**src/pkg/scaler_defines.vh**
```
`ifndef SCALER_DEFINES_VH
`define SCALER_DEFINES_VH
// register offsets (byte addresses)
`define OFS_CTRL          12'h000
`define OFS_ID_IRQ        12'h004
`define OFS_CNT_DISABLE   12'h00C
`define OFS_KEY_CLEAR     12'h030
`define OFS_KEY_SHADOW    12'h034
`define OFS_KEY_CNT_ON    12'h038
`define OFS_KEY_CNT_OFF   12'h03C
`define OFS_OVF_1_8       12'h380
`define OFS_OVF_9_16      12'h3A0
`define OFS_OVF_17_24     12'h3C0
`define OFS_OVF_25_32     12'h3E0
// readout windows, upper address bits [11:7]
`define WIN_SHADOW        5'h04
`define WIN_READ_CNT      5'h05
`define WIN_READ_CLR      5'h06
// control register set / clear bit positions
`define CTL_SET_TEST_IRQ  1
`define CTL_CLR_TEST_IRQ  9
`define CTL_SET_BCAST     6
`define CTL_CLR_BCAST     14
`define CTL_SET_BCAST_HS  7
`define CTL_CLR_BCAST_HS  15
`define CTL_SET_IRQ_SRC   20
`define CTL_CLR_IRQ_SRC   28
// status read positions in the control register
`define STS_IRQ_PENDING   16
`define STS_IRQ_COND      24
// id / irq register fields
`define IDR_IRQ_ENABLE    11
`define IDR_LEVEL_LSB     8
`define IDR_VERSION_LSB   12
`define IDR_MODULE_LSB    16
// overflow flags sit in the top byte
`define OVF_LSB           24
// reset values
`define RST_ID_IRQ        12'h000
`define RST_DISABLE_MASK  32'h00000000
`endif

```
**src/design/shadow_store.v**
```verilog
// shadow register file: whole-array load, one registered read port
module shadow_store #(
  parameter WIDTH = 32,
  parameter DEPTH = 32,
  parameter AW = 5
) (
  input wire clk, // system clock
  input wire load_all, // copy every word at once
  input wire [WIDTH*DEPTH-1:0] data_all, // packed words, word 0 lowest
  input wire [AW-1:0] rd_addr, // word to read
  output reg [WIDTH-1:0] rd_data_q // registered read data
);
  reg [WIDTH-1:0] mem_q [0:DEPTH-1]; // stored words
  integer i;

  // parallel load of all words
  always @(posedge clk) begin
    if (load_all) begin
      for (i = 0; i < DEPTH; i = i + 1) begin
        mem_q[i] <= data_all[i*WIDTH +: WIDTH];
      end
    end
  end

  // registered read, returns contents before a same-edge load
  always @(posedge clk) begin
    rd_data_q <= mem_q[rd_addr];
  end
endmodule

```
**src/design/scaler_readout_control.v**
```verilog
`include "scaler_defines.vh"
module scaler_readout_control #(
  parameter CHANNELS = 32,
  parameter CW = 32,
  parameter [15:0] MODULE_ID = 16'h1234, // arbitrary value
  parameter [3:0] VERSION_ID = 4'h1 // arbitrary value
) (
  input wire clk, // system clock
  input wire nrst, // synchronous reset, active low
  input wire [31:0] bus_addr, // bus address
  input wire bus_a32, // 1 = long address mode, 0 = short
  input wire bus_strobe, // one-cycle access request
  input wire bus_write, // 1 = write, 0 = read
  input wire bus_d16, // 16-bit data access
  input wire [31:0] bus_wdata, // write data
  input wire iack_strobe, // one-cycle interrupt acknowledge request
  input wire [2:0] iack_level, // level being acknowledged
  input wire [15:0] upper_long_addr_switch, // address bits 31:16 in long mode
  input wire [7:0] upper_short_addr_switch, // address bits 23:16 in short mode
  input wire [3:0] low_addr_switch, // module rotary switch, address bits 15:12
  input wire addr11_jumper, // module jumper, address bit 11
  input wire [CHANNELS-1:0] count_in, // one-cycle count events per channel
  input wire ext_ctl_used, // external count enables in use
  input wire [CHANNELS-1:0] ext_enable, // external count enable per channel
  input wire ext_latch, // one-cycle external latch-shadow event
  output reg [31:0] bus_rdata_q, // read data or vector
  output reg bus_ack_q, // one-cycle answer
  output reg irq_req_q, // bus interrupt request, high active
  output reg [2:0] irq_level_q, // level of request
  output reg irq_pending_q // internal interrupt flag
);
  localparam K_NONE = 2'h0; // no pipeline access
  localparam K_REG = 2'h1; // module register access
  localparam K_BCAST = 2'h2; // broadcast key write
  localparam K_IACK = 2'h3; // acknowledge cycle

  // control state
  reg [CHANNELS-1:0] dis_mask_q; // count disable mask
  reg [11:0] id_irq_q; // writable low bits of id register
  reg bcast_en_q; // broadcast enable
  reg bcast_hs_q; // broadcast handshake controller
  reg [2:0] src_en_q; // irq source enables
  reg test_irq_q; // software test irq condition
  reg latch_flag_q; // latch input event seen
  reg run_q; // global count enable from keys
  reg [CW-1:0] cnt_q [0:CHANNELS-1]; // counters
  reg [CHANNELS-1:0] ovf_q; // overflow flags
  // access pipeline
  reg [1:0] p1_kind_q; // stage 1 access kind
  reg [1:0] p2_kind_q; // stage 2 access kind
  reg [11:0] p1_addr_q; // stage 1 offset
  reg [11:0] p2_addr_q; // stage 2 offset
  reg p1_d16_q; // stage 1 width
  reg p2_d16_q; // stage 2 width
  reg p1_wr_q; // stage 1 direction
  reg p2_wr_q; // stage 2 direction

  // decode helpers
  wire [31:0] sh_rd_data; // shadow word
  wire upper_ok; // class address match
  wire mod_sel; // this module addressed
  wire bc_sel; // broadcast class addressed
  wire [11:0] ofs; // local offset
  wire [4:0] win; // readout window
  wire acc; // register access this cycle
  wire wr_acc; // register write this cycle
  wire key_clear; // clear-all command
  wire key_shadow; // shadow transfer command
  wire key_on; // counting on command
  wire key_off; // counting off command
  wire copy_read; // copying readout
  wire clr_read; // clearing readout
  wire do_load; // load shadow now
  wire do_clear; // clear counters now
  wire [2:0] irq_cond; // per-source conditions
  wire pending; // any enabled condition
  reg [CW*CHANNELS-1:0] cnt_all; // packed counters
  wire [CHANNELS-1:0] cnt_ev; // qualified count events
  integer i;
  integer j; // counter loop index

  // select shadow half for 16-bit reads
  function [31:0] half_sel;
    input [31:0] w;
    input d16;
    input lowhalf;
    begin
      if (!d16) begin
        half_sel = w;
      end else if (lowhalf) begin
        half_sel = {16'h0000, w[15:0]};
      end else begin
        half_sel = {16'h0000, w[31:16]};
      end
    end
  endfunction

  // upper bits pick the class, switch plus jumper pick the module
  assign upper_ok = bus_a32 ? (bus_addr[31:16] == upper_long_addr_switch) :
                    (bus_addr[23:16] == upper_short_addr_switch);
  assign mod_sel = upper_ok && (bus_addr[15:11] == {low_addr_switch, addr11_jumper});
  assign bc_sel = upper_ok && (bus_addr[15:11] == 5'h00) && bcast_en_q;
  assign ofs = bus_addr[11:0];
  assign win = ofs[11:7];
  assign acc = bus_strobe && mod_sel;
  assign wr_acc = acc && bus_write;

  // key writes from own address or broadcast class
  wire key_wr = bus_strobe && bus_write && (mod_sel || bc_sel);
  assign key_clear = key_wr && (ofs == `OFS_KEY_CLEAR);
  assign key_shadow = key_wr && (ofs == `OFS_KEY_SHADOW);
  assign key_on = key_wr && (ofs == `OFS_KEY_CNT_ON);
  assign key_off = key_wr && (ofs == `OFS_KEY_CNT_OFF);

  // readout windows that copy counters first
  assign copy_read = acc && !bus_write &&
                     ((win == `WIN_READ_CNT) || (win == `WIN_READ_CLR));
  assign clr_read = acc && !bus_write && (win == `WIN_READ_CLR);
  assign do_load = key_shadow || copy_read || ext_latch;
  assign do_clear = key_clear || clr_read;

  // pack counters for the shadow load (values before any clear)
  always @* begin
    cnt_all = {CW*CHANNELS{1'b0}};
    for (i = 0; i < CHANNELS; i = i + 1) begin
      cnt_all[i*CW +: CW] = cnt_q[i];
    end
  end

  shadow_store #(
    .WIDTH(CW),
    .DEPTH(CHANNELS),
    .AW(5)
  ) u_shadow (
    .clk(clk),
    .load_all(do_load),
    .data_all(cnt_all),
    .rd_addr(p1_addr_q[6:2]),
    .rd_data_q(sh_rd_data)
  );

  // a channel counts only when running, unmasked and, while ext_ctl_used is set, externally enabled
  assign cnt_ev = count_in & {CHANNELS{run_q}} & ~dis_mask_q &
                  (ext_enable | {CHANNELS{!ext_ctl_used}});

  // counters and overflow flags; a wrap in the clear cycle keeps its flag
  always @(posedge clk) begin
    for (j = 0; j < CHANNELS; j = j + 1) begin
      if (!nrst) begin
        cnt_q[j] <= {CW{1'b0}};
        ovf_q[j] <= 1'b0;
      end else if (do_clear) begin
        cnt_q[j] <= {CW{1'b0}};
        ovf_q[j] <= cnt_ev[j] && (&cnt_q[j]);
      end else if (cnt_ev[j]) begin
        cnt_q[j] <= cnt_q[j] + {{(CW-1){1'b0}}, 1'b1};
        if (&cnt_q[j]) begin
          ovf_q[j] <= 1'b1;
        end
      end
    end
  end

  // software registers and j/k control bits
  always @(posedge clk) begin
    if (!nrst) begin
      dis_mask_q <= `RST_DISABLE_MASK;
      id_irq_q <= `RST_ID_IRQ;
      bcast_en_q <= 1'b0;
      bcast_hs_q <= 1'b0;
      src_en_q <= 3'h0;
      test_irq_q <= 1'b0;
      run_q <= 1'b1;
    end else begin
      if (wr_acc && (ofs == `OFS_CNT_DISABLE)) begin
        dis_mask_q <= bus_wdata[CHANNELS-1:0];
      end
      if (wr_acc && (ofs == `OFS_ID_IRQ)) begin
        id_irq_q <= bus_wdata[11:0];
      end
      if (wr_acc && (ofs == `OFS_CTRL)) begin
        // set bits first, paired clear bits win within one write
        if (bus_wdata[`CTL_SET_BCAST]) bcast_en_q <= 1'b1;
        if (bus_wdata[`CTL_CLR_BCAST]) bcast_en_q <= 1'b0;
        if (bus_wdata[`CTL_SET_BCAST_HS]) bcast_hs_q <= 1'b1;
        if (bus_wdata[`CTL_CLR_BCAST_HS]) bcast_hs_q <= 1'b0;
        if (bus_wdata[`CTL_SET_TEST_IRQ]) test_irq_q <= 1'b1;
        if (bus_wdata[`CTL_CLR_TEST_IRQ]) test_irq_q <= 1'b0;
        src_en_q <= (src_en_q | bus_wdata[`CTL_SET_IRQ_SRC +: 3]) &
                    ~bus_wdata[`CTL_CLR_IRQ_SRC +: 3];
      end
      if (key_on) begin
        run_q <= 1'b1;
      end else if (key_off) begin
        run_q <= 1'b0;
      end
    end
  end

  // latch-input condition: event set wins over disable clearing it
  always @(posedge clk) begin
    if (!nrst) begin
      latch_flag_q <= 1'b0;
    end else if (ext_latch) begin
      latch_flag_q <= 1'b1;
    end else if (!src_en_q[1]) begin
      latch_flag_q <= 1'b0;
    end
  end

  // interrupt conditions gated by source enables
  assign irq_cond = {test_irq_q, latch_flag_q, |ovf_q};
  assign pending = |(irq_cond & src_en_q);

  // internal flag and bus request outputs
  always @(posedge clk) begin
    if (!nrst) begin
      irq_pending_q <= 1'b0;
      irq_req_q <= 1'b0;
      irq_level_q <= 3'h0;
    end else begin
      irq_pending_q <= pending;
      irq_req_q <= pending && id_irq_q[`IDR_IRQ_ENABLE] &&
                   (id_irq_q[`IDR_LEVEL_LSB +: 3] != 3'h0);
      irq_level_q <= id_irq_q[`IDR_LEVEL_LSB +: 3];
    end
  end

  // two-stage access pipeline, answer two edges after the request edge
  always @(posedge clk) begin
    if (!nrst) begin
      p1_kind_q <= K_NONE;
      p2_kind_q <= K_NONE;
      p1_addr_q <= 12'h000;
      p2_addr_q <= 12'h000;
      p1_d16_q <= 1'b0;
      p2_d16_q <= 1'b0;
      p1_wr_q <= 1'b0;
      p2_wr_q <= 1'b0;
    end else begin
      if (iack_strobe && irq_req_q && (iack_level == irq_level_q)) begin
        p1_kind_q <= K_IACK;
      end else if (acc) begin
        p1_kind_q <= K_REG;
      end else if (key_wr && !mod_sel && bcast_hs_q) begin
        p1_kind_q <= K_BCAST;
      end else begin
        p1_kind_q <= K_NONE;
      end
      p1_addr_q <= ofs;
      p1_d16_q <= bus_d16;
      p1_wr_q <= bus_write;
      p2_kind_q <= p1_kind_q;
      p2_addr_q <= p1_addr_q;
      p2_d16_q <= p1_d16_q;
      p2_wr_q <= p1_wr_q;
    end
  end

  // answer stage: read data mux and acknowledge
  always @(posedge clk) begin
    if (!nrst) begin
      bus_rdata_q <= 32'h00000000;
      bus_ack_q <= 1'b0;
    end else begin
      bus_ack_q <= (p2_kind_q != K_NONE);
      bus_rdata_q <= 32'h00000000;
      if (p2_kind_q == K_IACK) begin
        bus_rdata_q <= {24'h000000, id_irq_q[7:0]};
      end else if ((p2_kind_q == K_REG) && !p2_wr_q) begin
        case (p2_addr_q[11:7])
          `WIN_SHADOW, `WIN_READ_CNT, `WIN_READ_CLR: begin
            bus_rdata_q <= half_sel(sh_rd_data, p2_d16_q, p2_addr_q[1]);
          end
          default: begin
            case (p2_addr_q)
              `OFS_CTRL: begin
                // conditions 26:24, enables 22:20, pending 16
                bus_rdata_q <= {5'h00, irq_cond, 1'b0, src_en_q,
                                3'h0, irq_pending_q, 8'h00, bcast_hs_q,
                                bcast_en_q, 4'h0, test_irq_q, 1'b0};
              end
              `OFS_ID_IRQ: begin
                bus_rdata_q <= {MODULE_ID, VERSION_ID, id_irq_q};
              end
              `OFS_OVF_1_8: begin
                bus_rdata_q <= {ovf_q[7:0], 24'h000000};
              end
              `OFS_OVF_9_16: begin
                bus_rdata_q <= {ovf_q[15:8], 24'h000000};
              end
              `OFS_OVF_17_24: begin
                bus_rdata_q <= {ovf_q[23:16], 24'h000000};
              end
              `OFS_OVF_25_32: begin
                bus_rdata_q <= {ovf_q[31:24], 24'h000000};
              end
              default: begin
                // disable mask and unmapped offsets read zero
                bus_rdata_q <= 32'h00000000;
              end
            endcase
          end
        endcase
      end
    end
  end
endmodule

```
**config.mk**
```make
export PLATFORM = sky130hd
export DESIGN_NAME = scaler_readout_control
export DESIGN_NICKNAME = d
export VERILOG_FILES = /design/src/design/shadow_store.v /design/src/design/scaler_readout_control.v
export VERILOG_INCLUDE_DIRS = /design/src /design/src/pkg
export SDC_FILE = /design/constraint.sdc
export NUM_CORES = 2
export LEC_CHECK = 0
export ABC_AREA = 1
export BUFFER_PORTS_ARGS = -buffer_cell sky130_fd_sc_hd__clkbuf_2
export CAP_MARGIN = 40
export CORE_UTILIZATION = 50
export CTS_BUF_LIST = sky130_fd_sc_hd__clkbuf_4 sky130_fd_sc_hd__clkbuf_8 sky130_fd_sc_hd__clkbuf_16
export DETAILED_ROUTE_END_ITERATION = 10
export PLACE_DENSITY_LB_ADDON = 0.08
export SLEW_MARGIN = 15
export SYNTH_ARGS = -nofsm -noshare
export SYNTH_HDL_FRONTEND = slang
export SYNTH_SLANG_ARGS = --single-unit
```
**constraint.sdc**
```tcl
create_clock -name clk -period 82.3 [get_ports clk]
set_input_delay 4.115 -clock clk [delete_from_list [all_inputs] [get_ports clk]]
set_output_delay 4.115 -clock clk [all_outputs]
set_load 0.01 [all_outputs]
```
==> metrics list <==
- Detailed Route Iter0 Violations: roughly 9500
* Post-Route Skew: 29.93 ps
- The synthesized netlist contains 54 unique library cells.
* Largest family of logic cells by synthesized area: simple AND/OR/NAND/NOR gates
- For this run, the number of Yosys warnings is 0.
- Worst-path fanout max: roughly 180
- Path depth of the worst reg2reg path: 10
- Dividing the final minimum period by the clock period gives 9.931%.
- Final Hold Slack: 415.6 ps
- Area of the mapped netlist: about 0.11 mm2
- Total die area: between 0.2 and 0.25 mm2
- In this run the standard cell core region covers 0.2144 mm2.
* Number of flops mapped to enable cells by yosys: approximately 2000
- Post-layout net count: 11140
* Kind of start point of the critical path: primary input
- Final std cell area, no fill: 0.1204 mm2
* Routability Congestion: between 0.9 and 1
* Met1 Routed Length: 147.4 mm
* Total setup violations reported at the end of the flow: 0
* TritonCTS clock tree: yes
- After clock tree synthesis, the repair step resized 0 gates.
* Xor and xnor area share after synthesis: about 7.8%
* Die X-Extent: 466.2 um
- Global routing used 30.92% of the available tracks across all layers.
* PD cells: 22.63 mW/mm2
- The floorplan has 170 rows.
* Maximum VDD drop: 0.00002479 V
* Count of mapped cells out of synthesis: roughly 11000
- Data on the critical path is required at its endpoint by 82850 ps.
- Across all layers, the routed design uses between 70000 and 80000 vias.
- Fraction of layout instances using a drive strength above 1: between 8 and 9%
- The worst hold path was traced through 2 stages.
* Footprint of the multi-input gates: 0.03576 mm2
* Time the final worst path needs with I/O delays and setup: roughly 8000 ps
* Layout area overhead: 11.75%
* Met2 wirelength from detailed routing: between 150 and 200 mm
- Net count after synthesis: 10930
- The floorplan step set the die height to 466.2 um.
- The first detailed-routing pass ran for 6 iterations.
- For this design the top-level I/O count stands at 207.
- Remaining global-route overflow: 0
- CTS H-tree depth: 4
- After detailed routing, the number of remaining DRC violations is 0.
- TritonCTS Buffers: 238
* Highest clock frequency the design can meet: 122.4 MHz
- Share of async-settable or async-resettable flops after synthesis: 0%
* Post-detailed-route wirelength per cell: 24.30 um
* Max-Slew Margin vs Limit: 31.70%
- The run finished with clean final reports.
- The number of endpoints with negative hold slack in the final report was 0.
* Via density per instance: between 5 and 6
- Number of antenna violations at the first check in global routing: 18
- Met3 wire length: 26.91 mm
* Arrival time worst endpoint: 8720 ps
* Bufs on Longest Clock Path: 3
- Entering global routing, the biggest net connects 182 pins.
* Sink Count: 2234
- For this design the static power due to leakage is 0.04461 uW.
- The layout has between 15000 and 20000 filler cells.
- Post-synthesis register bit count: 2234
* Final Routed Wirelength: 340.0 mm
- Mean post-synth cell area: roughly 10 um2
* Wire length of the first global-routing pass: slightly below 500 mm
* Antenna-violating nets left: 0
* Clock-pin slew on the worst setup and hold paths: 60 ps
- In the final timing run, aggregate negative setup slack is 0 ps.
* Max capacitance violation total: 0
- Unrepaired setup endpoints after global routing: no
- Placed inst area: 0.1120 mm2
* Area occupied by registers: ~0.065 mm2
* Most common flop cell mapped by yosys: edfxtp_1
- The final count of pins violating max slew was 0.
- Highest metal used: met5
- The number of global-route vias before repair was approximately 74000.
- In this run, post-CTS hold repair placed 0 buffers.
- # Post-CTS Setup Buffers: 0
- Detailed placement finished with a half-perimeter wire length of 249.3 mm.
* Hold/Removal Path Class: reg2reg
- Post-synthesis sequential area ratio: 60.54%
- STA classifies the critical path endpoint as a register.
- The tree is rooted in a clkbuf_16.
- Transition at the pin with the smallest max-transition slack: approximately 1000 ps
- The clock reaches the later pin of the worst-skew pair after 890 ps.
* Startpoint-to-endpoint class of the critical path: in2reg
- Summing the areas of all fa, ha and maj instances in the mapped netlist gives less than 1% of the synthesized area.
* Input/output buffers: 206
- Post-synthesis compound-gate area fraction: 5.462%
- Summing the areas of all and, or, nand and nor instances in the mapped netlist gives 19.46% of the synthesized area.
* Share of synthesized area spent on multiplexers: 0%
* Initial standard-cell utilization of the core: 50.25%
==> registers in the layout (all words and copies together), names as in the netlist, 2 cells and up <==
signal,cells
bus_rdata_q,32
src_en_q,3
irq_level_q,3
u_shadow.rd_data_q,32
p1_kind_q,2
ovf_q,32
u_shadow.mem_q,1024
id_irq_q,12
dis_mask_q,32
cnt_q,1024
p1_addr_q,12
p2_kind_q,2
p2_addr_q,12
==> critical path, stage by stage <==
cell and delay (ps):
clkbuf_2 90, inv_2 40, nand2_1 50, nand2_1 50
nor2_1 110, nand2_1 60, nor2_1 150, nand3_1 120
nand2_2 310, nand4_4 110, buf_4 320, nand4_1 190
buf_4 260, buf_16 300, buf_12 660, buf_4 770
buf_4 360, buf_16 310
==> worst paths after layout <==
path / startpoint / end / slack, ps
setup / recovery: bus_addr[21] / u_shadow.mem_q[0][14] / 74130
hold / removal: p1_addr_q[11] / p2_addr_q[11] / 420
setup reg to reg: bcast_en_q / u_shadow.mem_q[0][14] / 77620
hold reg to reg: p1_addr_q[11] / p2_addr_q[11] / 420
==> report_power, final <==
group	switching [uW]	internal (uW)
logic	140	56.7
clock network	461	668
registers	72.4	1330
==> kinds of logic (layout without fill, tap and decap cells) <==
group,count (synthesis),in the layout
xor gates and xnor gates,960,960
DFF,2234,2234
and+or+nand+nor,4794,4794
other,0,5
buffers and inverters,1724,2145
adders and majority gates,32,32
AOI/OAI and AO/OA,985,985
==> stage by stage <==
step	cells	total power (uW)	util [%]	setup slack (ps)
final	13990	2725	56.15	74130
after global routing	13990	2805	56.15	73810
after CTS	13980	2737	56.10	74170
after detailed placement	13540	1613	52.26	73210
after global placement	13500	1608	51.99	72760
after floorplan	10730	1547	-	37940
==> cells in the mapped netlist, drive strengths merged (64+ instances only) <==
| cell | n | area [um2] |
|---|---|---|
| nor2 | 2390 | 9091 |
| edfxtp | 2048 | 61500 |
| inv | 1347 | 5056 |
| nand2 | 1157 | 4348 |
| o21ai | 624 | 3123 |
| xor2 | 598 | 5238 |
| nand3 | 397 | 2037 |
| xnor2 | 362 | 3171 |
| nand4 | 356 | 2641 |
| nor3 | 343 | 1819 |
| clkbuf | 211 | 792.0 |
| o221ai | 202 | 1769 |
| dfxtp | 186 | 3724 |
| buf | 164 | 995.9 |
| nor4 | 106 | 684.4 |
| o22ai | 64 | 400.4 |
==> final cells by class <==
cell class                      count  area share (%)
Clock inverter                    138           1.243
Tap cell                         2838           2.949
Multi-Input combinational cell   6771           29.70
Timing Repair Buffer              349           2.100
Sequential cell                  2234           54.19
Clock buffer                      309           5.591
Antenna cell                        5         0.01039
Inverter                         1349           4.218
==> cell usage in the layout, fill, tap and decap left out, types with 322 or more instances in the layout <==
cell type and instances:
nand4_1 322, nor2_1 2344, xor2_1 598, o21ai_0 620, inv_1 1339, nor3_1 325
nand2_1 1155, xnor2_1 362, nand3_1 387, edfxtp_1 2048
==> routing by layer <==
metal  vias to the layer above  track usage, %
met5                         -               0
met4                         6           12.64
met3                       548           4.828
met2                      3291           46.49
met1                     38940           44.74
li1                      36710               -
No activity file was read; power rests on OpenSTA's default activity.
